### src/hw/vcs_pkg.sv
package vcs_pkg;
  localparam int unsigned VCS_COMP_BITS = 8;
  localparam int unsigned VCS_LIN_BITS = 16;
  localparam int unsigned VCS_WORD_MAX = 16;
  localparam int unsigned VCS_CNT_W = 5;
  localparam logic [VCS_CNT_W-1:0] VCS_CNT_COMP = 5'h08;
  localparam logic [VCS_CNT_W-1:0] VCS_CNT_LIN = 5'h10;
  localparam logic [VCS_CNT_W-1:0] VCS_CNT_ZERO = 5'h00;
  localparam logic [VCS_CNT_W-1:0] VCS_CNT_ONE = 5'h01;
  localparam logic [VCS_WORD_MAX-1:0] VCS_WORD_RST = 16'h0000;
  localparam logic [1:0] VCS_SYNC_RST = 2'h0;
  // Rx data clock held high this long (ns) means it is strapped: fixed-rate mode
  localparam int unsigned VCS_CLK_PERIOD_NS = 5;
  localparam int unsigned VCS_STRAP_NS = 2000;
  localparam int unsigned VCS_STRAP_CYC = VCS_STRAP_NS / VCS_CLK_PERIOD_NS;
  localparam int unsigned VCS_STRAP_W = 9;

  typedef enum logic [1:0] {
    VCS_IDLE = 2'b00,
    VCS_SHIFT = 2'b01,
    VCS_HOLD = 2'b11
  } vcs_tx_state_t;
endpackage

### src/hw/vcs_edge_if.sv
`timescale 1ns/1ps
interface vcs_edge_if;
  logic level;
  logic rise;
  logic fall;
  modport src (output level, output rise, output fall);
  modport dst (input level, input rise, input fall);
endinterface

### src/hw/vcs_serial_port.sv
`timescale 1ns/1ps
// Operation
// (RL1) Words move most significant bit first, least significant last.
// (RL2) Word is 8 bits companded, 16 bits linear.
// (RL3) Fixed rate: receive bits sampled on master clock falling edges.
// (RL4) Fixed rate: bit 1 driven on rising edge, rest on following rises.
// (RL5) Fixed rate: data output released after falling edge of last bit.
// (RL6) Slot strobe low from bit 1 rise to last bit fall, fixed rate.
// (RL7) Host holds transmit sync high across a master clock fall.
// (RL8) Host holds receive sync high across a master clock fall.
// (RL9) Variable rate: bit 1 driven as transmit sync rises.
// (RL10) Variable rate: bits 2 onward on transmit data clock rises.
// (RL11) Variable rate: data output released when transmit sync falls.
// (RL12) Variable rate: receive bits sampled on receive data clock falls.
// (RL13) Host sets syncs up ahead of the matching data clock falls.
// (RL14) Receive data clock tied high selects fixed rate, clocked selects variable.
// (RL15) Variable rate: same word repeats while sync high and clock pulses.
// (RL16) Host keeps data clocks synchronous and aligned with master clock.
// (RL17) Transmit and receive paths run independently, each on its own sync.
module vcs_serial_port
  import vcs_pkg::*;
(
  input wire logic clk_i, // 200 MHz system clock
  input wire logic rst_i, // Sync reset, active high
  input wire logic linear_mode_i, // 1 linear 16 bit, 0 companded 8 bit
  input wire logic master_clock_i, // Codec master clock pin
  input wire logic tx_frame_sync_i, // Transmit frame sync pin
  input wire logic rx_frame_sync_i, // Receive frame sync pin
  input wire logic tx_bit_clock_i, // Transmit data clock pin
  input wire logic rx_bit_clock_i, // Receive data clock pin, high = fixed rate
  input wire logic rx_data_i, // Serial receive data pin
  input wire logic [VCS_WORD_MAX-1:0] tx_word_i, // Word to send, left aligned
  output logic tx_word_ack_o, // Pulse: tx_word_i loaded
  output logic tx_data_o, // Serial transmit data
  output logic tx_data_oe_n_o, // Low while driving tx_data_o
  output logic tx_slot_strobe_n_o, // Slot strobe level, active low
  output logic tx_slot_strobe_oe_n_o, // Low while driving strobe
  output logic [VCS_WORD_MAX-1:0] rx_word_o, // Last received word, right aligned
  output logic rx_word_valid_o, // Pulse: rx_word_o updated
  output logic variable_rate_o // Current timing mode
);
  vcs_edge_if mclk();
  vcs_edge_if tx_frame_sync();
  vcs_edge_if rx_frame_sync();
  vcs_edge_if dcx();
  vcs_edge_if dcr();
  vcs_edge_if din();

  vcs_pin_sync u_mclk (.clk_i(clk_i), .rst_i(rst_i), .pin_i(master_clock_i), .edge_o(mclk));
  vcs_pin_sync u_fsx (.clk_i(clk_i), .rst_i(rst_i), .pin_i(tx_frame_sync_i), .edge_o(tx_frame_sync));
  vcs_pin_sync u_fsr (.clk_i(clk_i), .rst_i(rst_i), .pin_i(rx_frame_sync_i), .edge_o(rx_frame_sync));
  vcs_pin_sync u_dcx (.clk_i(clk_i), .rst_i(rst_i), .pin_i(tx_bit_clock_i), .edge_o(dcx));
  vcs_pin_sync u_dcr (.clk_i(clk_i), .rst_i(rst_i), .pin_i(rx_bit_clock_i), .edge_o(dcr));
  vcs_pin_sync u_din (.clk_i(clk_i), .rst_i(rst_i), .pin_i(rx_data_i), .edge_o(din));

  logic [VCS_CNT_W-1:0] word_len;
  logic [VCS_STRAP_W-1:0] strap_cnt_reg;
  logic var_reg;

  // (RL2) word length
  assign word_len = linear_mode_i ? VCS_CNT_LIN : VCS_CNT_COMP;

  // (RL14) strap detect
  always_ff @(posedge clk_i) begin
    if (rst_i) begin
      strap_cnt_reg <= '0;
      var_reg <= 1'b0;
    end else if (dcr.fall) begin
      strap_cnt_reg <= '0;
      var_reg <= 1'b1;
    end else if (!dcr.level) begin
      strap_cnt_reg <= '0;
    end else if (strap_cnt_reg == VCS_STRAP_W'(VCS_STRAP_CYC)) begin
      var_reg <= 1'b0;
    end else begin
      strap_cnt_reg <= strap_cnt_reg + 1'b1;
    end
  end
  assign variable_rate_o = var_reg;

  // Transmit path
  vcs_tx_state_t tx_state_reg;
  logic [VCS_WORD_MAX-1:0] tx_word_reg;
  logic [VCS_WORD_MAX-1:0] tx_shift_reg;
  logic [VCS_CNT_W-1:0] tx_cnt_reg;
  logic tx_armed_reg;
  logic tx_data_reg;
  logic tx_oe_n_reg;
  logic tsx_n_reg;
  logic tx_ack_reg;
  logic tx_shift_ev;

  // (RL10) rises of the bit clock shift in variable mode
  assign tx_shift_ev = var_reg ? dcx.rise : mclk.rise;

  always_ff @(posedge clk_i) begin
    if (rst_i) begin
      tx_state_reg <= VCS_IDLE;
      tx_word_reg <= VCS_WORD_RST;
      tx_shift_reg <= VCS_WORD_RST;
      tx_cnt_reg <= VCS_CNT_ZERO;
      tx_armed_reg <= 1'b0;
      tx_data_reg <= 1'b0;
      tx_oe_n_reg <= 1'b1;
      tsx_n_reg <= 1'b1;
      tx_ack_reg <= 1'b0;
    end else begin
      tx_ack_reg <= 1'b0;
      case (tx_state_reg)
        VCS_IDLE: begin
          tx_oe_n_reg <= 1'b1;
          tsx_n_reg <= 1'b1;
          if (var_reg && tx_frame_sync.rise) begin
            // (RL9) bit 1 out on sync rise
            tx_word_reg <= tx_word_i;
            tx_shift_reg <= tx_word_i << 1;
            tx_data_reg <= tx_word_i[VCS_WORD_MAX-1];
            tx_oe_n_reg <= 1'b0;
            tx_cnt_reg <= VCS_CNT_ONE;
            tx_ack_reg <= 1'b1;
            tx_state_reg <= VCS_SHIFT;
          end else if (!var_reg && tx_frame_sync.level && mclk.fall) begin
            // (RL7) sync seen across a master clock fall
            tx_armed_reg <= 1'b1;
          end else if (!var_reg && tx_armed_reg && mclk.rise) begin
            // (RL4) (RL6) bit 1 and strobe on the rise
            tx_armed_reg <= 1'b0;
            tx_word_reg <= tx_word_i;
            tx_shift_reg <= tx_word_i << 1;
            tx_data_reg <= tx_word_i[VCS_WORD_MAX-1];
            tx_oe_n_reg <= 1'b0;
            tsx_n_reg <= 1'b0;
            tx_cnt_reg <= VCS_CNT_ONE;
            tx_ack_reg <= 1'b1;
            tx_state_reg <= VCS_SHIFT;
          end
        end
        VCS_SHIFT: begin
          if (var_reg && tx_frame_sync.fall) begin
            // (RL11) release on sync fall
            tx_oe_n_reg <= 1'b1;
            tx_state_reg <= VCS_IDLE;
          end else if (tx_cnt_reg == word_len) begin
            if (!var_reg && mclk.fall) begin
              // (RL5) (RL6) release after last bit fall
              tx_oe_n_reg <= 1'b1;
              tsx_n_reg <= 1'b1;
              tx_state_reg <= VCS_IDLE;
            end else if (var_reg && tx_shift_ev) begin
              // (RL15) repeat same word
              tx_shift_reg <= tx_word_reg << 1;
              tx_data_reg <= tx_word_reg[VCS_WORD_MAX-1];
              tx_cnt_reg <= VCS_CNT_ONE;
            end
          end else if (tx_shift_ev) begin
            // (RL1) MSB first
            tx_data_reg <= tx_shift_reg[VCS_WORD_MAX-1];
            tx_shift_reg <= tx_shift_reg << 1;
            tx_cnt_reg <= tx_cnt_reg + 1'b1;
          end
        end
        default: begin
          tx_oe_n_reg <= 1'b1;
          tsx_n_reg <= 1'b1;
          tx_state_reg <= VCS_IDLE;
        end
      endcase
    end
  end

  assign tx_data_o = tx_data_reg;
  assign tx_data_oe_n_o = tx_oe_n_reg;
  assign tx_slot_strobe_n_o = tsx_n_reg;
  assign tx_slot_strobe_oe_n_o = tsx_n_reg;
  assign tx_word_ack_o = tx_ack_reg;

  // Receive path, independent of transmit
  logic rx_active_reg;
  logic [VCS_WORD_MAX-1:0] rx_shift_reg;
  logic [VCS_CNT_W-1:0] rx_cnt_reg;
  logic [VCS_WORD_MAX-1:0] rx_word_reg;
  logic rx_valid_reg;
  logic rx_sample_ev;

  // (RL3) (RL12) falling edge of the governing clock
  assign rx_sample_ev = var_reg ? dcr.fall : mclk.fall;

  // (RL17) framed only by own sync
  always_ff @(posedge clk_i) begin
    if (rst_i) begin
      rx_active_reg <= 1'b0;
      rx_shift_reg <= VCS_WORD_RST;
      rx_cnt_reg <= VCS_CNT_ZERO;
      rx_word_reg <= VCS_WORD_RST;
      rx_valid_reg <= 1'b0;
    end else begin
      rx_valid_reg <= 1'b0;
      if (!rx_active_reg) begin
        // (RL8) sync across a clock fall; first bit taken with it
        if (rx_frame_sync.level && rx_sample_ev) begin
          rx_active_reg <= 1'b1;
          rx_shift_reg <= {{(VCS_WORD_MAX-1){1'b0}}, din.level};
          rx_cnt_reg <= VCS_CNT_ONE;
        end
      end else if (rx_sample_ev) begin
        // (RL1) MSB enters first
        rx_shift_reg <= {rx_shift_reg[VCS_WORD_MAX-2:0], din.level};
        rx_cnt_reg <= rx_cnt_reg + 1'b1;
        if (rx_cnt_reg + 1'b1 == word_len) begin
          rx_word_reg <= {rx_shift_reg[VCS_WORD_MAX-2:0], din.level};
          rx_valid_reg <= 1'b1;
          rx_active_reg <= 1'b0;
        end
      end
    end
  end

  assign rx_word_o = rx_word_reg;
  assign rx_word_valid_o = rx_valid_reg;
endmodule

### src/hw/vcs_pin_sync.sv
`timescale 1ns/1ps
module vcs_pin_sync
  import vcs_pkg::*;
(
  input wire logic clk_i, // System clock
  input wire logic rst_i, // Sync reset, active high
  input wire logic pin_i, // Asynchronous pin
  vcs_edge_if.src edge_o // Synchronised level and edges
);
  logic meta_reg;
  logic sync_reg;
  logic prev_reg;

  // Only sync_reg reads meta_reg
  always_ff @(posedge clk_i) begin
    if (rst_i) begin
      meta_reg <= 1'b0;
      sync_reg <= 1'b0;
      prev_reg <= 1'b0;
    end else begin
      meta_reg <= pin_i;
      sync_reg <= meta_reg;
      prev_reg <= sync_reg;
    end
  end

  assign edge_o.level = sync_reg;
  assign edge_o.rise = sync_reg & ~prev_reg;
  assign edge_o.fall = ~sync_reg & prev_reg;
endmodule

### config.mk
export PLATFORM = sky130hd
export DESIGN_NAME = vcs_serial_port
export DESIGN_NICKNAME = d
export VERILOG_FILES = /design/src/hw/vcs_pkg.sv /design/src/hw/vcs_edge_if.sv /design/src/hw/vcs_serial_port.sv /design/src/hw/vcs_pin_sync.sv
export SDC_FILE = /design/constraint.sdc
export NUM_CORES = 1
export LEC_CHECK = 0
export ABC_CLOCK_PERIOD_IN_PS = 1600
export BUFFER_PORTS_ARGS = -buffer_cell sky130_fd_sc_hd__buf_2
export CAP_MARGIN = 0
export CORE_MARGIN = 2
export CORE_UTILIZATION = 52
export CTS_CLUSTER_SIZE = 14
export DETAILED_ROUTE_END_ITERATION = 10
export PLACE_DENSITY = 0.84
export SETUP_SLACK_MARGIN = 0.05
export SYNTH_ARGS = -nofsm -noshare
export SYNTH_HDL_FRONTEND = slang
export SYNTH_SLANG_ARGS = --single-unit
### constraint.sdc
create_clock -name clk_i -period 1.6 [get_ports clk_i]
set_input_delay 0.32 -clock clk_i [delete_from_list [all_inputs] [get_ports clk_i]]
set_output_delay 0.32 -clock clk_i [all_outputs]
set_load 0.02 [all_outputs]
# Word level (Yosys, flattened, before mapping)
# Index checks and enable logic that the tools add are counted.
# totals
reg_bits	108
in_bits	25
out_inout_bits	23
# op_classes
addsub	3
eq_ne	16
muxes	69
bitwise	16
n_reduce_logical	29
# op_table
cell	count
two-way mux 16 bit	11
two-way mux 5 bit	12
two-way mux 15 bit	3
one-hot mux 16 bit (2 select lines)	1
two-way mux 1 bit	31
inequality test 3 bit, second input constant	7
two-way mux 2 bit	6
AND reduction 3 bit	4
nonzero test 2 bit	6
adder 5 x 1 -> 5 bit, second input constant	2
== test 5 bit	2
NOT 1 bit	10
one-hot mux 5 bit (2 select lines)	1
adder 9 x 1 -> 9 bit, second input constant	1
== test 9 bit, second input constant	1
logical AND 1 bit	9
inequality test 2 bit, second input constant	4
AND reduction 7 bit	1
AND 1 bit	6
one-hot mux 1 bit (2 select lines)	3
AND reduction 2 bit	3
OR reduction 3 bit	2
one-hot mux 2 bit (2 select lines)	1
AND reduction 4 bit	1
other kinds (5)	5

# Longest topological paths before layout
# logic_depth
depth_word	9
ltp_mapped	9
depth_no_buf	7

# By module
# Synthesis repeated with hierarchy kept, for this count alone.
# unflattened
hier_cells	453
hier_area_um2	4383.0
# by_module_without_submodules
module	instances	cells_each	area_each_um2	seq_area_each_um2
vcs_serial_port	1	405	3834.9	1801.7
vcs_pin_sync	6	8	91.3	60.1

# Worst setup path before layout
# No wires, ideal clock.
# synth_timing
kind	register -> register
start	register var_reg, in the netlist variable_rate_o
end	register tx_cnt_reg[2]
setup_time_ns	0.096
arrival_time_ns	1.788
required_time_ns	1.504
setup_slack_ns	-0.283
path_stages_with_launch	8
synth_period_minus_slack_ns	1.883
cell_sequence	dfxtp_1 buf_6 inv_1 o41ai_2 a21oi_2 or2_1 buf_2 o41ai_2
# synth_via
elab_chain_cells	5
elab_cells_between_ends	19
cone_classes	eq/ne: 6; mux: 3; reduce/logical: 10
# synth_lines
element	line_no	text
from (decl)	vcs_serial_port.sv:58	logic var_reg;
from (signal assigned)	vcs_serial_port.sv:67	var_reg <= 1'b0;
from (signal assigned)	vcs_serial_port.sv:70	var_reg <= 1'b1;
from (signal assigned)	vcs_serial_port.sv:74	var_reg <= 1'b0;
zero test 1 bit	vcs_serial_port.sv:122, vcs_serial_port.sv:125, vcs_serial_port.sv:144	
logical AND 1 bit (on tied branches) (2 in series)	vcs_serial_port.sv:125, vcs_serial_port.sv:122	
inequality test 3 bit (no source line)	--	
AND reduction 7 bit (no source line)	--	
to (signal assigned)	vcs_serial_port.sv:159	tx_cnt_reg <= tx_cnt_reg + 1'b1;
to (decl)	vcs_serial_port.sv:85	logic [VCS_CNT_W-1:0] tx_cnt_reg;
# Parallel ways exist; a longest one is shown, timed or not.
# A chain may end at the register's enable or synchronous reset.

# Worst setup path in the final report
# layout_timing
start	register tx_cnt_reg[4]
end	register tx_shift_reg[4]
# layout_via
elab_chain_cells	4
elab_cells_between_ends	8
cone_classes	eq/ne: 4; mux: 3; reduce/logical: 1
# layout_lines
element	line_no	text
== test 5 bit *	vcs_serial_port.sv:143	end else if (tx_cnt_reg == word_len) begin
two-way mux 16 bit	vcs_serial_port.sv:143	
two-way mux 16 bit	vcs_serial_port.sv:139	if (var_reg && tx_frame_sync.fall) begin
one-hot mux 16 bit (2 select lines)	vcs_serial_port.sv:109	case (tx_state_reg)
to (signal assigned)	vcs_serial_port.sv:116	tx_shift_reg <= tx_word_i << 1;
to (signal assigned)	vcs_serial_port.sv:151	tx_shift_reg <= tx_word_reg << 1;
to (signal assigned)	vcs_serial_port.sv:158	tx_shift_reg <= tx_shift_reg << 1;
to (decl)	vcs_serial_port.sv:84	logic [VCS_WORD_MAX-1:0] tx_shift_reg;
# Every way passes the cells marked *; elsewhere a longest branch is shown, timed or not. The select of a mux whose other input is x is not followed.

==> impl_metrics.yaml <==
run_status:
  status: "finished, violations left"
  violations: "setup timing"
yosys:
  ys_types: 57
  synth_edf_count: 0
  netlist_area_um2: 4470
  async_reset_ff_share_pct: 0
  synth_fp_nets: 532
  ys_seq_area_share_pct: 47.5
  synthCells: 502
  yosysWarnings: 0
  synth_seq_cells: 106
  synthFlopType: "dfxtp_1"
  avgSynthCellArea_um2: 8.90
route:
  drt-vias-per-instance: 5.87
  ant_nets: 0
  drt_iter0_markers: 235
  drc_errors: 0
  drtPass1Iterations: 5
  dr_wl_met3_um: 706
  top_layer: "met4"
  totalWireLength_um: 12200
  route.met2.wl_um: 6220
  met1_length_um: 4910
  dr_total_vias: 4122
  wl_per_cell_um: 17.3
timing:
  slew_headroom_pct: 74.9
  finalCriticalPeriod_ns: 1.83
  hold_viol: 0
  rsz0062_at_grt: "true"
  slew_violations: 0
  period_share_pct: 114
  setup_viol: 65
  worst_slew_pin_slew_ns: 0.372
  fmax_mhz: 547
  fin_tns_setup_ns: -7.40
  setup_slack_ns: -0.229
  fin_worst_skew_ns: 0.0120
clock_tree:
  insertion_delay_ns: 0.39
  clock_sinks: 106
  hold_buffers: 0
  cts_made_buffers: 9
  clock_path_buffers: 2
  root_buffer: "clkbuf_8"
  htreeDepth: 3
  clkSlewWorstSetupHoldPaths_ns: 0.11
  cts_tree: "yes"
min_path:
  hold_class: "in2reg"
finish:
  seq_area_um2: 2150
  fillers: 590
  diodes: 0
  finalNonFillerCells: 702
  final_core_util_pct: 71.3
  area_delta_synth_final_pct: 31.8
  final_common_cell: "dfxtp_1"
  drive_gt1_share_pct: 31.5
  nets: 622
  mostFrequentLayoutCells: "dfxtp_1 (95), nand2_1 (70), nor2_1 (60)"
  multiInputGateArea_um2: 2450
floorplanning:
  die-width_um: 96.7
  start_util_pct: 54.1
  core_um2: 8260
  fp-row-count: 33
  die_area_um2: 9350
  ioPinCount: 48
  die_y_um: 96.7
flow_run:
  drv_cap: 0
setup_path:
  required_ns: 1.88
  worstSetupPathType: "reg2reg"
  cp-start-kind: "flip-flop"
  cp.arrival_ns: 2.10
  max_stage_delay_ns: 0.36
  cp_cell_sequence: "and3b_2 -> o211ai_1 -> a21oi_4 -> or2_4 -> buf_6 -> a32o_1"
  path_max_fanout: 7
  worstSetupEndpointType: "flip-flop"
  critPathSlowestCell: "dfxtp_2"
grt:
  overflow: 0
  grt_pass1_wl_um: 18500
  grt_max_degree: 56
  antenna_found_initial: 0
  grt_pass1_vias: 3987
  grt.total_usage_pct: 23.7
place:
  hpwl_um: 6700
  finalWeightedCongestion: 0.835
  place_ws_ns: -0.267
  portBuffers: 47
  place_inst: 668
power:
  peakVddDrop_mv: 0.828
  p_leak_nw: 2.13
  power.density_nw_per_um2: 778
  power.total_mw: 4.58
synth_stat cells (3+ instances only):
cell type | n | area share, %
a211oi_1 | 5 | 0.84
a21oi_1 | 10 | 1.1
a22oi_1 | 16 | 2.7
a31oi_1 | 3 | 0.42
a32o_1 | 14 | 3.1
and3_1 | 3 | 0.42
buf_2 | 5 | 0.56
clkbuf_1 | 25 | 2.1
dfxtp_1 | 106 | 48
ha_1 | 5 | 1.4
inv_1 | 12 | 1.0
mux2i_1 | 35 | 7.8
nand2_1 | 72 | 6.1
nand3_1 | 21 | 2.4
nand3b_1 | 4 | 0.67
nor2_1 | 61 | 5.1
nor2b_1 | 17 | 2.4
nor3_1 | 3 | 0.34
nor4_1 | 15 | 2.1
o21a_1 | 3 | 0.50
o21ai_0 | 10 | 1.1
o32ai_1 | 3 | 0.59
or3_1 | 6 | 0.84
xor2_1 | 3 | 0.59
critical path: cells and delay by family, from the launching register on:
family                 cells  cell delay [ns]
AND/OR/NAND/NOR            2             0.54
AO/OA/AOI/OAI              3             0.67
flip-flops                 1             0.36
buffers and inverters      1             0.14
metal layers:
metal,vias up,GRT usage (%)
met3,33,5.85
met2,165,41.8
met4,0,8.88
li1,1951,-
met1,1973,27.9
met5,-,0
cell type report:
type                            count  area share (%)
Clock buffer                        9            2.10
Inverter                           12           0.808
Sequential cell                   106            36.5
Multi-Input combinational cell    348            41.6
Clock inverter                      7            1.34
Timing Repair Buffer              115            15.5
Tap cell                          105            2.23
power breakdown:
group / total [mW] / switching (mW) / internal [mW] / leakage, nW
Combinational: 0.234 / 0.137 / 0.0964 / 1.16
Clock: 1.68 / 1.06 / 0.624 / 0.104
Sequential: 2.67 / 0.0125 / 2.65 / 0.863
worst paths after layout:
path	from	to	slack, ns	cells after the start
worst max register to register	tx_cnt_reg[4]$_SDFFE_PP0P_	tx_shift_reg[4]$_SDFFE_PP0P_	-0.23	6
worst min-delay path	rx_bit_clock_i	u_dcr.meta_reg$_SDFF_PP0_	0.14	2
worst max-delay path	tx_cnt_reg[4]$_SDFFE_PP0P_	tx_shift_reg[4]$_SDFFE_PP0P_	-0.23	6
worst min register to register	u_dcr.meta_reg$_SDFF_PP0_	u_dcr.edge_o.level$_SDFF_PP0_	0.45	1
kinds of logic (layout without fill, tap and decap cells):
family / count (synthesis) / in the layout / share of synthesized area (%)
AND/OR/NAND/NOR: 220 / 220 / 23.3
multiplexers: 35 / 35 / 7.84
XOR/XNOR: 4 / 4 / 0.784
adder cells (fa/ha/maj): 5 / 5 / 1.40
AO/OA/AOI/OAI: 84 / 84 / 14.5
flip-flops: 106 / 106 / 47.5
buffers and inverters: 48 / 143 / 4.68
per-stage QoR:
step,hold slack (ns),cell area (um2)
3_3_place_gp,0.425,5160
4_1_cts,0.145,5670
5_1_grt,0.142,5890
3_5_place_dp,0.429,5160
6_report,0.143,5890
2_1_floorplan,0.414,4590
timing repair:
item | in CTS | in global routing
setup endpoints to repair | 61 | 81
buffers inserted | 4 | 5
pin swaps | 10 | 19
cloned | 6 | 4
gates resized for setup | 44 | 36
Power figures use the tool's default switching activity.
